**src/rtl/sbp_pkg.sv**
```systemverilog
// constants for the per-port status and control page
// assumes one clock domain, synchronous reset, three ports
package sbp_pkg;
	localparam int NUM_PORTS = 3;
	localparam int SPEED_W = 3;
	// speed codes shared by max, negotiated and cable speed fields
	localparam logic [2:0] SPD_S100 = 3'h0;
	localparam logic [2:0] SPD_S200 = 3'h1;
	localparam logic [2:0] SPD_S400 = 3'h2;
	localparam logic [2:0] SPD_S800 = 3'h3;
	localparam logic [2:0] SPD_S1600 = 3'h4;
	localparam logic [2:0] SPD_S3200 = 3'h5;
	// hardware capability of every port
	localparam logic [2:0] PORT_CAP_SPEED = SPD_S800;
	localparam logic [2:0] MIN_SPEED = SPD_S100;
	localparam logic [2:0] BILINGUAL_BETA_SPEED = SPD_S400;
	// reset values
	localparam logic DIS_RST = 1'b0;
	localparam logic IRQ_EN_RST = 1'b0;
	localparam logic [2:0] MAX_SPEED_RST = PORT_CAP_SPEED;
	localparam logic B_ONLY_VALUE = 1'b0;
	localparam logic LOCAL_PLUG_VALUE = 1'b1;
	// field positions in the per-port status word
	localparam int ST_DIS = 0;
	localparam int ST_IRQ_EN = 1;
	localparam int ST_IRQ_FLAG = 2;
	localparam int ST_FAULT = 3;
	localparam int ST_SB_FAULT = 4;
	localparam int ST_NOSCRM = 5;
	localparam int ST_B_ONLY = 6;
	localparam int ST_DC = 7;
	localparam int ST_PLUG = 8;
	localparam int ST_UNREL = 9;
	localparam int ST_NEG_LO = 10;
	localparam int ST_MAX_LO = 13;
	localparam int ST_CAB_LO = 16;
	localparam int ST_W = 19;
endpackage : sbp_pkg

```
**src/rtl/sbp_port_regs.sv**
```systemverilog
// one port's copy of the status and control fields
// assumes all event inputs are already synchronous to mclk
`timescale 1ns/10ps
module sbp_port_regs import sbp_pkg::*; (
	// clock and reset
	input wire logic mclk,
	input wire logic rst,
	input wire logic bus_reset,
	// register writes aimed at this port
	input wire logic wr_en,
	input wire logic wr_dis,
	input wire logic wr_irq_en,
	input wire logic wr_nosc,
	input wire logic wr_max_en,
	input wire logic [2:0] wr_max,
	input wire logic clr_fault,
	input wire logic clr_sb_fault,
	input wire logic clr_unrel,
	input wire logic clr_irq_flag,
	input wire logic remote_sb_clr,
	// port events and conditions
	input wire logic bilingual,
	input wire logic new_beta_conn,
	input wire logic beta_neg_done,
	input wire logic [2:0] beta_neg_speed,
	input wire logic selfid_done,
	input wire logic [2:0] selfid_speed,
	input wire logic resuming,
	input wire logic suspending,
	input wire logic bias_in,
	input wire logic standby_err,
	input wire logic in_standby,
	input wire logic neg_fail,
	input wire logic sync_fail,
	input wire logic dc_detect,
	input wire logic port_event,
	// results
	output logic [ST_W-1:0] status,
	output logic port_active_ok,
	output logic scramble_en,
	output logic [2:0] beta_speed_limit,
	output logic irq_pulse
);
	logic dis, irq_en, irq_flag, fault, sb_fault, nosc, unrel, dc;
	logic [2:0] neg_speed, max_speed, op_limit;
	logic in_standby_q;
	logic resume_fault, suspend_fault;

	// fault conditions from the peer bias
	assign resume_fault = resuming && !bias_in;
	assign suspend_fault = suspending && bias_in;

	// control bits survive bus reset, cleared by hardware reset or a write of zero
	always_ff @(posedge mclk) begin
		if (rst) begin
			dis <= DIS_RST;
			irq_en <= IRQ_EN_RST;
			nosc <= 1'b0;
		end else if (wr_en) begin
			if (wr_dis) dis <= 1'b1;
			else dis <= 1'b0;
			irq_en <= wr_irq_en;
			nosc <= wr_nosc;
		end
	end

	// max speed clamps to capability; bilingual ports ignore writes
	always_ff @(posedge mclk) begin
		if (rst) begin
			max_speed <= (MAX_SPEED_RST < MIN_SPEED) ? MIN_SPEED : MAX_SPEED_RST;
		end else if (wr_max_en && !bilingual) begin
			max_speed <= (wr_max > PORT_CAP_SPEED) ? PORT_CAP_SPEED : wr_max;
		end
	end

	// non-bilingual limit latched only when a new beta connection forms; bilingual ports hold S400
	always_ff @(posedge mclk) begin
		if (rst) begin
			op_limit <= BILINGUAL_BETA_SPEED;
		end else if (bilingual) begin
			op_limit <= BILINGUAL_BETA_SPEED;
		end else if (new_beta_conn) begin
			op_limit <= max_speed;
		end
	end

	// negotiated speed from beta negotiation or legacy self-id
	always_ff @(posedge mclk) begin
		if (rst) neg_speed <= SPD_S100;
		else if (beta_neg_done) neg_speed <= beta_neg_speed;
		else if (selfid_done) neg_speed <= selfid_speed;
	end

	// sticky flags: a setting event beats a same-cycle clear
	always_ff @(posedge mclk) begin
		if (rst) begin
			fault <= 1'b0;
			unrel <= 1'b0;
			irq_flag <= 1'b0;
		end else begin
			if (resume_fault || suspend_fault) fault <= 1'b1;
			else if (clr_fault) fault <= 1'b0;
			if (neg_fail || sync_fail) unrel <= 1'b1;
			else if (clr_unrel) unrel <= 1'b0;
			if (irq_en && port_event) irq_flag <= 1'b1;
			else if (clr_irq_flag) irq_flag <= 1'b0;
		end
	end

	// standby fault also clears on leaving standby or remote command
	always_ff @(posedge mclk) begin
		if (rst) begin
			sb_fault <= 1'b0;
			in_standby_q <= 1'b0;
		end else begin
			in_standby_q <= in_standby;
			if (standby_err) sb_fault <= 1'b1;
			else if (clr_sb_fault || remote_sb_clr || (in_standby_q && !in_standby))
				sb_fault <= 1'b0;
		end
	end

	// dc connect detect is registered for a clean read
	always_ff @(posedge mclk) begin
		if (rst) dc <= 1'b0;
		else dc <= dc_detect;
	end

	// outputs
	assign port_active_ok = !dis;
	assign scramble_en = !nosc;
	assign beta_speed_limit = op_limit;
	assign irq_pulse = irq_en && port_event;
	always_comb begin
		status = '0;
		status[ST_DIS] = dis;
		status[ST_IRQ_EN] = irq_en;
		status[ST_IRQ_FLAG] = irq_flag;
		status[ST_FAULT] = fault;
		status[ST_SB_FAULT] = sb_fault;
		status[ST_NOSCRM] = nosc;
		status[ST_B_ONLY] = B_ONLY_VALUE;
		status[ST_DC] = dc;
		status[ST_PLUG] = LOCAL_PLUG_VALUE;
		status[ST_UNREL] = unrel;
		status[ST_NEG_LO +: 3] = neg_speed;
		status[ST_MAX_LO +: 3] = max_speed;
		status[ST_CAB_LO +: 3] = PORT_CAP_SPEED;
	end
endmodule : sbp_port_regs

```
**src/rtl/sbp_status_page.sv**
```systemverilog
// three-port status and control page with a selected-port access path
// assumes the link side is synchronous to mclk; pins pass two flops
`timescale 1ns/10ps
// What this block does
// - disable bit, hardware reset clears, bus reset keeps
// - disabled port never goes active
// - negotiated speed from beta or self-id
// - enabled port event sets flag, notifies link
// - fault flag set on faults, write-1 clears
// - resume without bias, suspend with bias fault
// - standby fault cleared by exit, write, remote
// - scrambler disable sends data unscrambled
// - beta-only bit always reads zero
// - dc connection bit reflects connect detect
// - speed codes S100 through S3200, two reserved
// - oversized max speed write stores capability
// - max speed used on new beta connection
// - bilingual ports fixed at S400, writes ignored
// - reset max speed is capability, not below minimum
// - local plug flag constant one
// - cable speed reports port capability
// - unreliable set on failures, write-1 clears
module sbp_status_page import sbp_pkg::*; (
	// clock and reset
	input wire logic mclk,
	input wire logic rst,
	input wire logic bus_reset,
	// link-side access to the selected port
	input wire logic [1:0] port_sel,
	input wire logic wr_en,
	input wire logic wr_dis,
	input wire logic wr_irq_en,
	input wire logic wr_nosc,
	input wire logic wr_max_en,
	input wire logic [2:0] wr_max,
	input wire logic clr_fault,
	input wire logic clr_sb_fault,
	input wire logic clr_unrel,
	input wire logic clr_irq_flag,
	output logic [ST_W-1:0] rd_status,
	// remote command clearing standby fault, per port
	input wire logic [NUM_PORTS-1:0] remote_sb_clr,
	// port mode and state machine events, per port
	input wire logic [NUM_PORTS-1:0] bilingual,
	input wire logic [NUM_PORTS-1:0] new_beta_conn,
	input wire logic [NUM_PORTS-1:0] beta_neg_done,
	input wire logic [3*NUM_PORTS-1:0] beta_neg_speed,
	input wire logic [NUM_PORTS-1:0] selfid_done,
	input wire logic [3*NUM_PORTS-1:0] selfid_speed,
	input wire logic [NUM_PORTS-1:0] resuming,
	input wire logic [NUM_PORTS-1:0] suspending,
	input wire logic [NUM_PORTS-1:0] standby_err,
	input wire logic [NUM_PORTS-1:0] in_standby,
	input wire logic [NUM_PORTS-1:0] neg_fail,
	input wire logic [NUM_PORTS-1:0] sync_fail,
	input wire logic [NUM_PORTS-1:0] port_event,
	// analog detector pins, asynchronous
	input wire logic [NUM_PORTS-1:0] bias_in_pin,
	input wire logic [NUM_PORTS-1:0] dc_detect_pin,
	// controls to the port logic
	output logic [NUM_PORTS-1:0] port_active_ok,
	output logic [NUM_PORTS-1:0] scramble_en,
	output logic [3*NUM_PORTS-1:0] beta_speed_limit,
	output logic link_notify
);
	logic [NUM_PORTS-1:0] bias_s1, bias_s2, dc_s1, dc_s2;
	logic [NUM_PORTS-1:0] irq_pulse;
	logic [ST_W-1:0] status [NUM_PORTS];

	// two-flop synchronisers for detector pins
	always_ff @(posedge mclk) begin
		if (rst) begin
			bias_s1 <= '0;
			bias_s2 <= '0;
			dc_s1 <= '0;
			dc_s2 <= '0;
		end else begin
			bias_s1 <= bias_in_pin;
			bias_s2 <= bias_s1;
			dc_s1 <= dc_detect_pin;
			dc_s2 <= dc_s1;
		end
	end

	// one register copy per port; writes steered by select
	for (genvar p = 0; p < NUM_PORTS; p++) begin : g_port
		logic sel;
		assign sel = (port_sel == 2'(p));
		sbp_port_regs u_regs (
			.mclk(mclk),
			.rst(rst),
			.bus_reset(bus_reset),
			.wr_en(wr_en && sel),
			.wr_dis(wr_dis),
			.wr_irq_en(wr_irq_en),
			.wr_nosc(wr_nosc),
			.wr_max_en(wr_max_en && sel),
			.wr_max(wr_max),
			.clr_fault(clr_fault && sel),
			.clr_sb_fault(clr_sb_fault && sel),
			.clr_unrel(clr_unrel && sel),
			.clr_irq_flag(clr_irq_flag && sel),
			.remote_sb_clr(remote_sb_clr[p]),
			.bilingual(bilingual[p]),
			.new_beta_conn(new_beta_conn[p]),
			.beta_neg_done(beta_neg_done[p]),
			.beta_neg_speed(beta_neg_speed[3*p +: 3]),
			.selfid_done(selfid_done[p]),
			.selfid_speed(selfid_speed[3*p +: 3]),
			.resuming(resuming[p]),
			.suspending(suspending[p]),
			.bias_in(bias_s2[p]),
			.standby_err(standby_err[p]),
			.in_standby(in_standby[p]),
			.neg_fail(neg_fail[p]),
			.sync_fail(sync_fail[p]),
			.dc_detect(dc_s2[p]),
			.port_event(port_event[p]),
			.status(status[p]),
			.port_active_ok(port_active_ok[p]),
			.scramble_en(scramble_en[p]),
			.beta_speed_limit(beta_speed_limit[3*p +: 3]),
			.irq_pulse(irq_pulse[p])
		);
	end

	// read data registered; unused select value reads zero
	always_ff @(posedge mclk) begin
		if (rst) rd_status <= '0;
		else if (port_sel < 2'(NUM_PORTS)) rd_status <= status[port_sel];
		else rd_status <= '0;
	end

	// link notified one cycle after any enabled port event
	always_ff @(posedge mclk) begin
		if (rst) link_notify <= 1'b0;
		else link_notify <= |irq_pulse;
	end
endmodule : sbp_status_page

```
**config.mk**
```make
export PLATFORM = sky130hd
export DESIGN_NAME = sbp_status_page
export DESIGN_NICKNAME = d
export VERILOG_FILES = /design/src/rtl/sbp_pkg.sv /design/src/rtl/sbp_port_regs.sv /design/src/rtl/sbp_status_page.sv
export SDC_FILE = /design/constraint.sdc
export NUM_CORES = 1
export LEC_CHECK = 0
export ABC_CLOCK_PERIOD_IN_PS = 1700
export BUFFER_PORTS_ARGS = -buffer_cell sky130_fd_sc_hd__buf_2
export CAP_MARGIN = 5
export CORE_MARGIN = 3
export CORE_UTILIZATION = 45
export DETAILED_ROUTE_END_ITERATION = 10
export PLACE_DENSITY = 0.82
export SYNTH_ARGS = -nofsm -noshare
export SYNTH_HDL_FRONTEND = slang
export SYNTH_SLANG_ARGS = --single-unit
```
**constraint.sdc**
```tcl
create_clock -name mclk -period 1.7 [get_ports mclk]
set_input_delay 0.17 -clock mclk [delete_from_list [all_inputs] [get_ports mclk]]
set_output_delay 0.17 -clock mclk [all_outputs]
set_load 0.01 [all_outputs]
```
==> results.sh, run 1 <==
export IMPL_hold_viol=0
export IMPL_port_buffers=108
export IMPL_clk_insertion_delay_late_ps=340
export IMPL_yosys_register_bits=82
export IMPL_rr_startpoint="g_port[2].u_regs.in_standby_q"
export IMPL_postCtsResizedCells=0
export IMPL_placementRows=30
export IMPL_htree_num_levels=3
export IMPL_postRouteWirelength_um=6910
export IMPL_core_area_um2=6830
export IMPL_area_growth_syn_to_layout_pct=25.7
export IMPL_critical_path_required_ps=1530
export IMPL_powerDensity_nw_per_um2=994
export IMPL_maxSlewHeadroom=0.655
export IMPL_route_detailed_drc=0
export IMPL_globalRouteTotalUtil=0.172
export IMPL_dr_first_iter_drc_count=104
export IMPL_fp_dieArea_um2=8150
export IMPL_synth_sequential_area_ratio=0.514
export IMPL_clock_sink_count=82
export IMPL_drtPass1Iterations=4
export IMPL_tritoncts_clock_tree="done"
export IMPL_insertedDiodeCount=0
export IMPL_synth_distinct_cells=33
export IMPL_nets=505
export IMPL_crit_path_start="g_port[1].u_regs.dis"
export IMPL_holdCritStartpoint="bilingual[1]"
export IMPL_routed_via_density=4.93
export IMPL_cts_root_buffer="clkbuf_8"
export IMPL_final_seq_area_um2=1640
export IMPL_setup_repair_after_global_routing_missed_its_margin="false"
export IMPL_globalRoute_totalOverflow=0
export IMPL_slew_viol_final=0
export IMPL_final_setup_viol_count=0
export IMPL_dieHeight_um=90.3
export IMPL_detail_route_antenna_nets=0
export IMPL_cts_buffers_inserted=9
export IMPL_power_leakage_nw=1.79
export IMPL_crit_arrival_ps=870
export IMPL_crit_path_start_kind="register"
export IMPL_critical_path_class="reg2out"
export IMPL_drv_cap=0
export IMPL_status="finished clean"
export IMPL_grt_pass1_wl_um=11500
export IMPL_post_route_cells_drive_above_1_share=0.316
export IMPL_worst_hold_path_type="in2reg"
export IMPL_synth_avg_cell_area_um2=9.78
export IMPL_ctsLongestPathBuffers=2
export IMPL_syn_cell_area_um2=3200
export IMPL_hold_buffers=0
export IMPL_dp_hpwl_um=5200
export IMPL_cp_capture_type="primary output"
export IMPL_multiInputGateArea_um2=1330
export IMPL_synth_yosys_warnings=0
export IMPL_final_setup_skew_ps=5.00
export IMPL_nFillCells=599
export IMPL_layout_min_cycle_time_ps=1040
export IMPL_fin_crit_sh=0.609
export IMPL_p_total_mw=3.99
export IMPL_design_portCount=112
export IMPL_critPathMaxFanout=3
export IMPL_maxClockFrequency_mhz=965
export IMPL_max_rail_drop_vdd_uv=504
export IMPL_number_of_global_route_vias_before_repair=2578
export IMPL_clk_pin_slew_worst_paths_ps=80
export IMPL_routed_via_count=2597
export IMPL_floorplan_die_width_um=90.3
export IMPL_antenna_found_initial=0
export IMPL_worst_slew_pin_slew_ps=518
export IMPL_starting_density_of_the_core=0.468
export IMPL_gp_routability_congestion=0.819
export IMPL_routedWlPerCell_um=13.1
export IMPL_cts_post_setup_buffers_inserted=0
export IMPL_setup_tns_final_ps=0
export IMPL_post_synth_inst_count=327
export IMPL_grt_max_degree=38
## through the flow
stage	worst slack (ps)	util	hold WS, ps	cells	instance area, µm²
after floorplan	611	-	247	328	3200
after global placement	373	0.555	382	513	3790
after detailed placement	342	0.555	387	513	3790
after CTS	642	0.588	18.9	527	4020
after global routing	578	0.588	33.5	527	4020
final	664	0.588	39.9	527	4020
## logic make-up (layout without fill, tap and decap cells)
family / count (synthesis) / count (layout) / synth area share
DFF: 82 / 82 / 0.514
other: 1 / 2 / 0.00117
and+or+nand+nor: 99 / 99 / 0.169
buffers and inverters: 48 / 151 / 0.0728
muxes: 39 / 39 / 0.122
AOI/OAI and AO/OA: 58 / 58 / 0.122
## report_power, final
part / switching [mW] / leakage [nW] / total, mW / internal (mW)
Sequential: 0.0344 / 0.673 / 2.03 / 2.00
Clock: 0.626 / 0.115 / 1.56 / 0.932
Combinational: 0.203 / 0.999 / 0.401 / 0.197
Total: 0.863 / 1.79 / 3.99 / 3.13
## cells in the mapped netlist, drive strengths merged
| cell type | count | area [µm²] |
|---|---|---|
| nand2b | 5 | 31.3 |
| nor4b | 1 | 15.0 |
| a221o | 1 | 10.0 |
| nor2b | 30 | 188 |
| and4bb | 1 | 12.5 |
| dfxtp | 82 | 1640 |
| nand3b | 2 | 15.0 |
| a311oi | 5 | 43.8 |
| nand3 | 6 | 30.0 |
| nand2 | 21 | 78.8 |
| a21o | 2 | 15.0 |
| nor2 | 14 | 52.6 |
| a21bo | 1 | 10.0 |
| o32ai | 12 | 105 |
| conb | 1 | 3.75 |
| buf | 19 | 124 |
| o22ai | 1 | 6.26 |
| a21oi | 19 | 95.1 |
| mux2i | 39 | 390 |
| nor3 | 14 | 70.1 |
| o31ai | 1 | 7.51 |
| a211oi | 2 | 15.0 |
| clkbuf | 8 | 30.0 |
| inv | 21 | 78.8 |
| o21ba | 1 | 10.0 |
| o21ai | 10 | 50.1 |
| a31oi | 2 | 12.5 |
| nor3b | 4 | 40.0 |
| a2111oi | 1 | 8.76 |
| or2 | 1 | 6.26 |
## worst max-delay path, stage by stage (launching register included)
cell and delay (ps):
dfxtp_1 360, inv_1 40, buf_2 130
## cells in the final DEF (no fill, tap or decap), drive strengths merged, types with 4 or more instances in the layout
master / instances
buf: 116
o32ai: 12
nor2: 14
nor3b: 4
mux2i: 39
inv: 21
o21ai: 10
nor2b: 30
nand3: 6
a21oi: 19
nand2b: 5
clkbuf: 12
nor3: 14
dfxtp: 82
nand2: 21
a311oi: 5
## final timing paths
check | end | slack, ps | cells after the start
hold reg to reg | dc_s2[2] | 440 | 1
hold / removal | g_port[1].u_regs.beta_speed_limit[2] | 40 | 2
setup / recovery | port_active_ok[1] | 660 | 2
setup reg to reg | g_port[2].u_regs.sb_fault | 700 | 3
## metal layers
| layer | wire length, µm | vias up | track usage | part of all wire |
|---|---|---|---|---|
| met1 | 2930 | 1198 | 0.195 | 0.42 |
| met5 | 0 | - | 0 | 0 |
| met4 | 42 | 0 | 0.0638 | 0.0061 |
| li1 | - | 1316 | - | - |
| met2 | 3490 | 79 | 0.303 | 0.50 |
| met3 | 454 | 4 | 0.0525 | 0.066 |
## layout make-up
| type | count | area share |
|---|---|---|
| Timing Repair Buffer | 116 | 0.156 |
| Multi-Input combinational cell | 198 | 0.330 |
| Clock inverter | 2 | 0.0149 |
| Tap cell | 96 | 0.0299 |
| Sequential cell | 82 | 0.409 |
| Inverter | 21 | 0.0196 |
| Clock buffer | 12 | 0.0411 |
## registers in the layout (all words and copies together), names as in the netlist, 9 cells and up
| name | cells |
|---|---|
| g_port.u_regs.neg_speed | 9 |
| rd_status | 15 |
| g_port.u_regs.beta_speed_limit | 9 |
| g_port.u_regs.max_speed | 9 |
Power figures use the tool's default switching activity.
==> inputs of run 2 (changes only) <==
--- a/config.mk
+++ b/config.mk
@@ -5,13 +5,13 @@
 export SDC_FILE = /design/constraint.sdc
 export NUM_CORES = 1
 export LEC_CHECK = 0
-export ABC_CLOCK_PERIOD_IN_PS = 1700
+export ABC_CLOCK_PERIOD_IN_PS = 900
 export BUFFER_PORTS_ARGS = -buffer_cell sky130_fd_sc_hd__buf_2
 export CAP_MARGIN = 5
 export CORE_MARGIN = 3
-export CORE_UTILIZATION = 45
+export CORE_UTILIZATION = 44
 export DETAILED_ROUTE_END_ITERATION = 10
-export PLACE_DENSITY = 0.82
+export PLACE_DENSITY = 0.84
 export SYNTH_ARGS = -nofsm -noshare
 export SYNTH_HDL_FRONTEND = slang
 export SYNTH_SLANG_ARGS = --single-unit
==> constraint.sdc (replaced) <==
create_clock -name mclk -period 0.9 [get_ports mclk]
set_input_delay 0.09 -clock mclk [delete_from_list [all_inputs] [get_ports mclk]]
set_output_delay 0.09 -clock mclk [all_outputs]
set_load 0.01 [all_outputs]
==> results.sh, run 2 (synthesis results as in run 1) <==
export IMPL_design_portCount=112
export IMPL_dr_first_iter_drc_count=95
export IMPL_dp_hpwl_um=5660
export IMPL_most_frequent_standard_cell_in_the_layout_excluding_fill_and_tap_cells="buf_2"
export IMPL_ff2ff_path_depth=2
export IMPL_dieHeight_um=91.2
export IMPL_globalRouteTotalUtil=0.195
export IMPL_final_setup_skew_ps=11.2
export IMPL_fp_dieArea_um2=8320
export IMPL_fin_crit_sh=1.02
export IMPL_placementRows=30
export IMPL_critical_path_required_ps=810
export IMPL_crit_path_start_kind="register"
export IMPL_insertedDiodeCount=0
export IMPL_port_buffers=108
export IMPL_gp_routability_congestion=0.769
export IMPL_drv_cap=0
export IMPL_setup_reg_to_reg_worst_slack_ps=-10
export IMPL_critPathMaxFanout=2
export IMPL_maxClockFrequency_mhz=1090
export IMPL_layout_min_cycle_time_ps=916
export IMPL_cts_root_buffer="clkbuf_8"
export IMPL_worst_slew_pin_slew_ps=543
export IMPL_hold_worst_slack_ps=25.4
export IMPL_cts_buffers_inserted=9
export IMPL_worst_hold_path_type="in2reg"
export IMPL_slew_viol_final=0
export IMPL_hold_path_cell_count=3
export IMPL_routed_via_density=5.00
export IMPL_rr_startpoint="g_port[1].u_regs.irq_en"
export IMPL_post_route_cells_drive_above_1_share=0.411
export IMPL_grt_pass1_wl_um=13200
export IMPL_cp_capture_type="primary output"
export IMPL_core_area_um2=6910
export IMPL_clock_sink_count=82
export IMPL_clk_pin_slew_worst_paths_ps=80
export IMPL_post_layout_nonfiller_instances=575
export IMPL_critical_path_class="reg2out"
export IMPL_htree_num_levels=3
export IMPL_antenna_found_initial=0
export IMPL_power_leakage_nw=2.06
export IMPL_setup_repair_after_global_routing_missed_its_margin="true"
export IMPL_hold_path_end="g_port[1].u_regs.sb_fault"
export IMPL_ctsLongestPathBuffers=2
export IMPL_postRouteWirelength_um=8150
export IMPL_utilization=0.673
export IMPL_status="complete, but fails checks"
export IMPL_registers_top_by_ff_count="rd_status"
export IMPL_floorplan_die_width_um=91.2
export IMPL_routedWlPerCell_um=14.2
export IMPL_number_of_flip_flops_in_the_largest_register=15
export IMPL_max_rail_drop_vdd_uv=952
export IMPL_routed_via_count=2874
export IMPL_globalRoute_totalOverflow=0
export IMPL_tritoncts_clock_tree="done"
export IMPL_number_of_global_route_vias_before_repair=2979
export IMPL_powerDensity_nw_per_um2=1660
export IMPL_r2r_end="g_port[1].u_regs.irq_flag"
export IMPL_detail_route_antenna_nets=0
export IMPL_maxSlewHeadroom=0.638
export IMPL_final_setup_viol_count=9
export IMPL_failed_checks="negative setup slack"
export IMPL_place_detailed_instances=529
export IMPL_layout_setup_ws_ps=-15.5
export IMPL_route_detailed_drc=0
export IMPL_nets=551
export IMPL_grt_max_degree=50
export IMPL_drtPass1Iterations=5
export IMPL_hold_viol=0
export IMPL_area_growth_syn_to_layout_pct=45.3
export IMPL_final_cell_mix="84 x buf_2, 57 x dfxtp_1, 39 x mux2i_1"
export IMPL_p_total_mw=7.72
export IMPL_clk_insertion_delay_late_ps=350
export IMPL_holdCritStartpoint="standby_err[1]"
export IMPL_crit_arrival_ps=830
export IMPL_starting_density_of_the_core=0.463
==> run 2: what timing repair did <==
action	4_1_cts	5_1_grt
pin swaps	1	2
resized for setup	37	21
setup buffers	8	3
setup endpoints to repair	23	28
gates cloned	0	0
hold buffers	19	0
hold endpoints to repair	26	0
==> run 2: report_power, final <==
part | internal [mW] | total, mW | switching [mW] | leakage (nW)
combinational | 0.543 | 0.985 | 0.443 | 1.27
sequential | 3.78 | 3.85 | 0.0715 | 0.681
clock | 1.63 | 2.88 | 1.25 | 0.109
==> run 2: routing by layer <==
metal,track usage,share of wire,wire (µm),vias to the layer above
li1,-,-,-,1416
met4,0.101,0.034,281,0
met3,0.0389,0.058,473,25
met5,0,0,0,-
met2,0.354,0.51,4150,119
met1,0.212,0.40,3250,1314
==> run 2: final cells by class <==
type	count	area, µm²
fill	548	2260
inverter	21	78.8
multi-input combinational	198	1370
timing repair buffer	162	1180
sequential	82	1680
tap	96	120
clock buffer	11	141
clock inverter	5	77.6
==> run 2: per-stage QoR <==
| step | setup slack (ps) | setup TNS (ps) | area (µm²) |
|---|---|---|---|
| floorplan | -43.2 | -143 | 3230 |
| global placement | -161 | -4430 | 3950 |
| detailed placement | -202 | -5740 | 3950 |
| CTS | -65.3 | -287 | 4530 |
| global route | -48.4 | -473 | 4650 |
| finish | -15.5 | -81.6 | 4650 |
==> run 2: critical path: stages, from the launching register on <==
cell,delay [ps]
dfxtp_2,330
inv_1,30
buf_2,130
==> run 2: worst max-delay path by stage <==
stage,startpoint,end,slack [ps],cells past startpoint
after floorplan,g_port[2].u_regs.in_standby_q,g_port[2].u_regs.sb_fault,-40,3
after global placement,port_sel[1],rd_status[9],-160,3
after detailed placement,port_sel[1],rd_status[10],-200,3
after CTS,g_port[2].u_regs.in_standby_q,g_port[2].u_regs.sb_fault,-70,3
after global routing,g_port[1].u_regs.nosc,scramble_en[1],-50,2
final,g_port[1].u_regs.nosc,scramble_en[1],-20,2
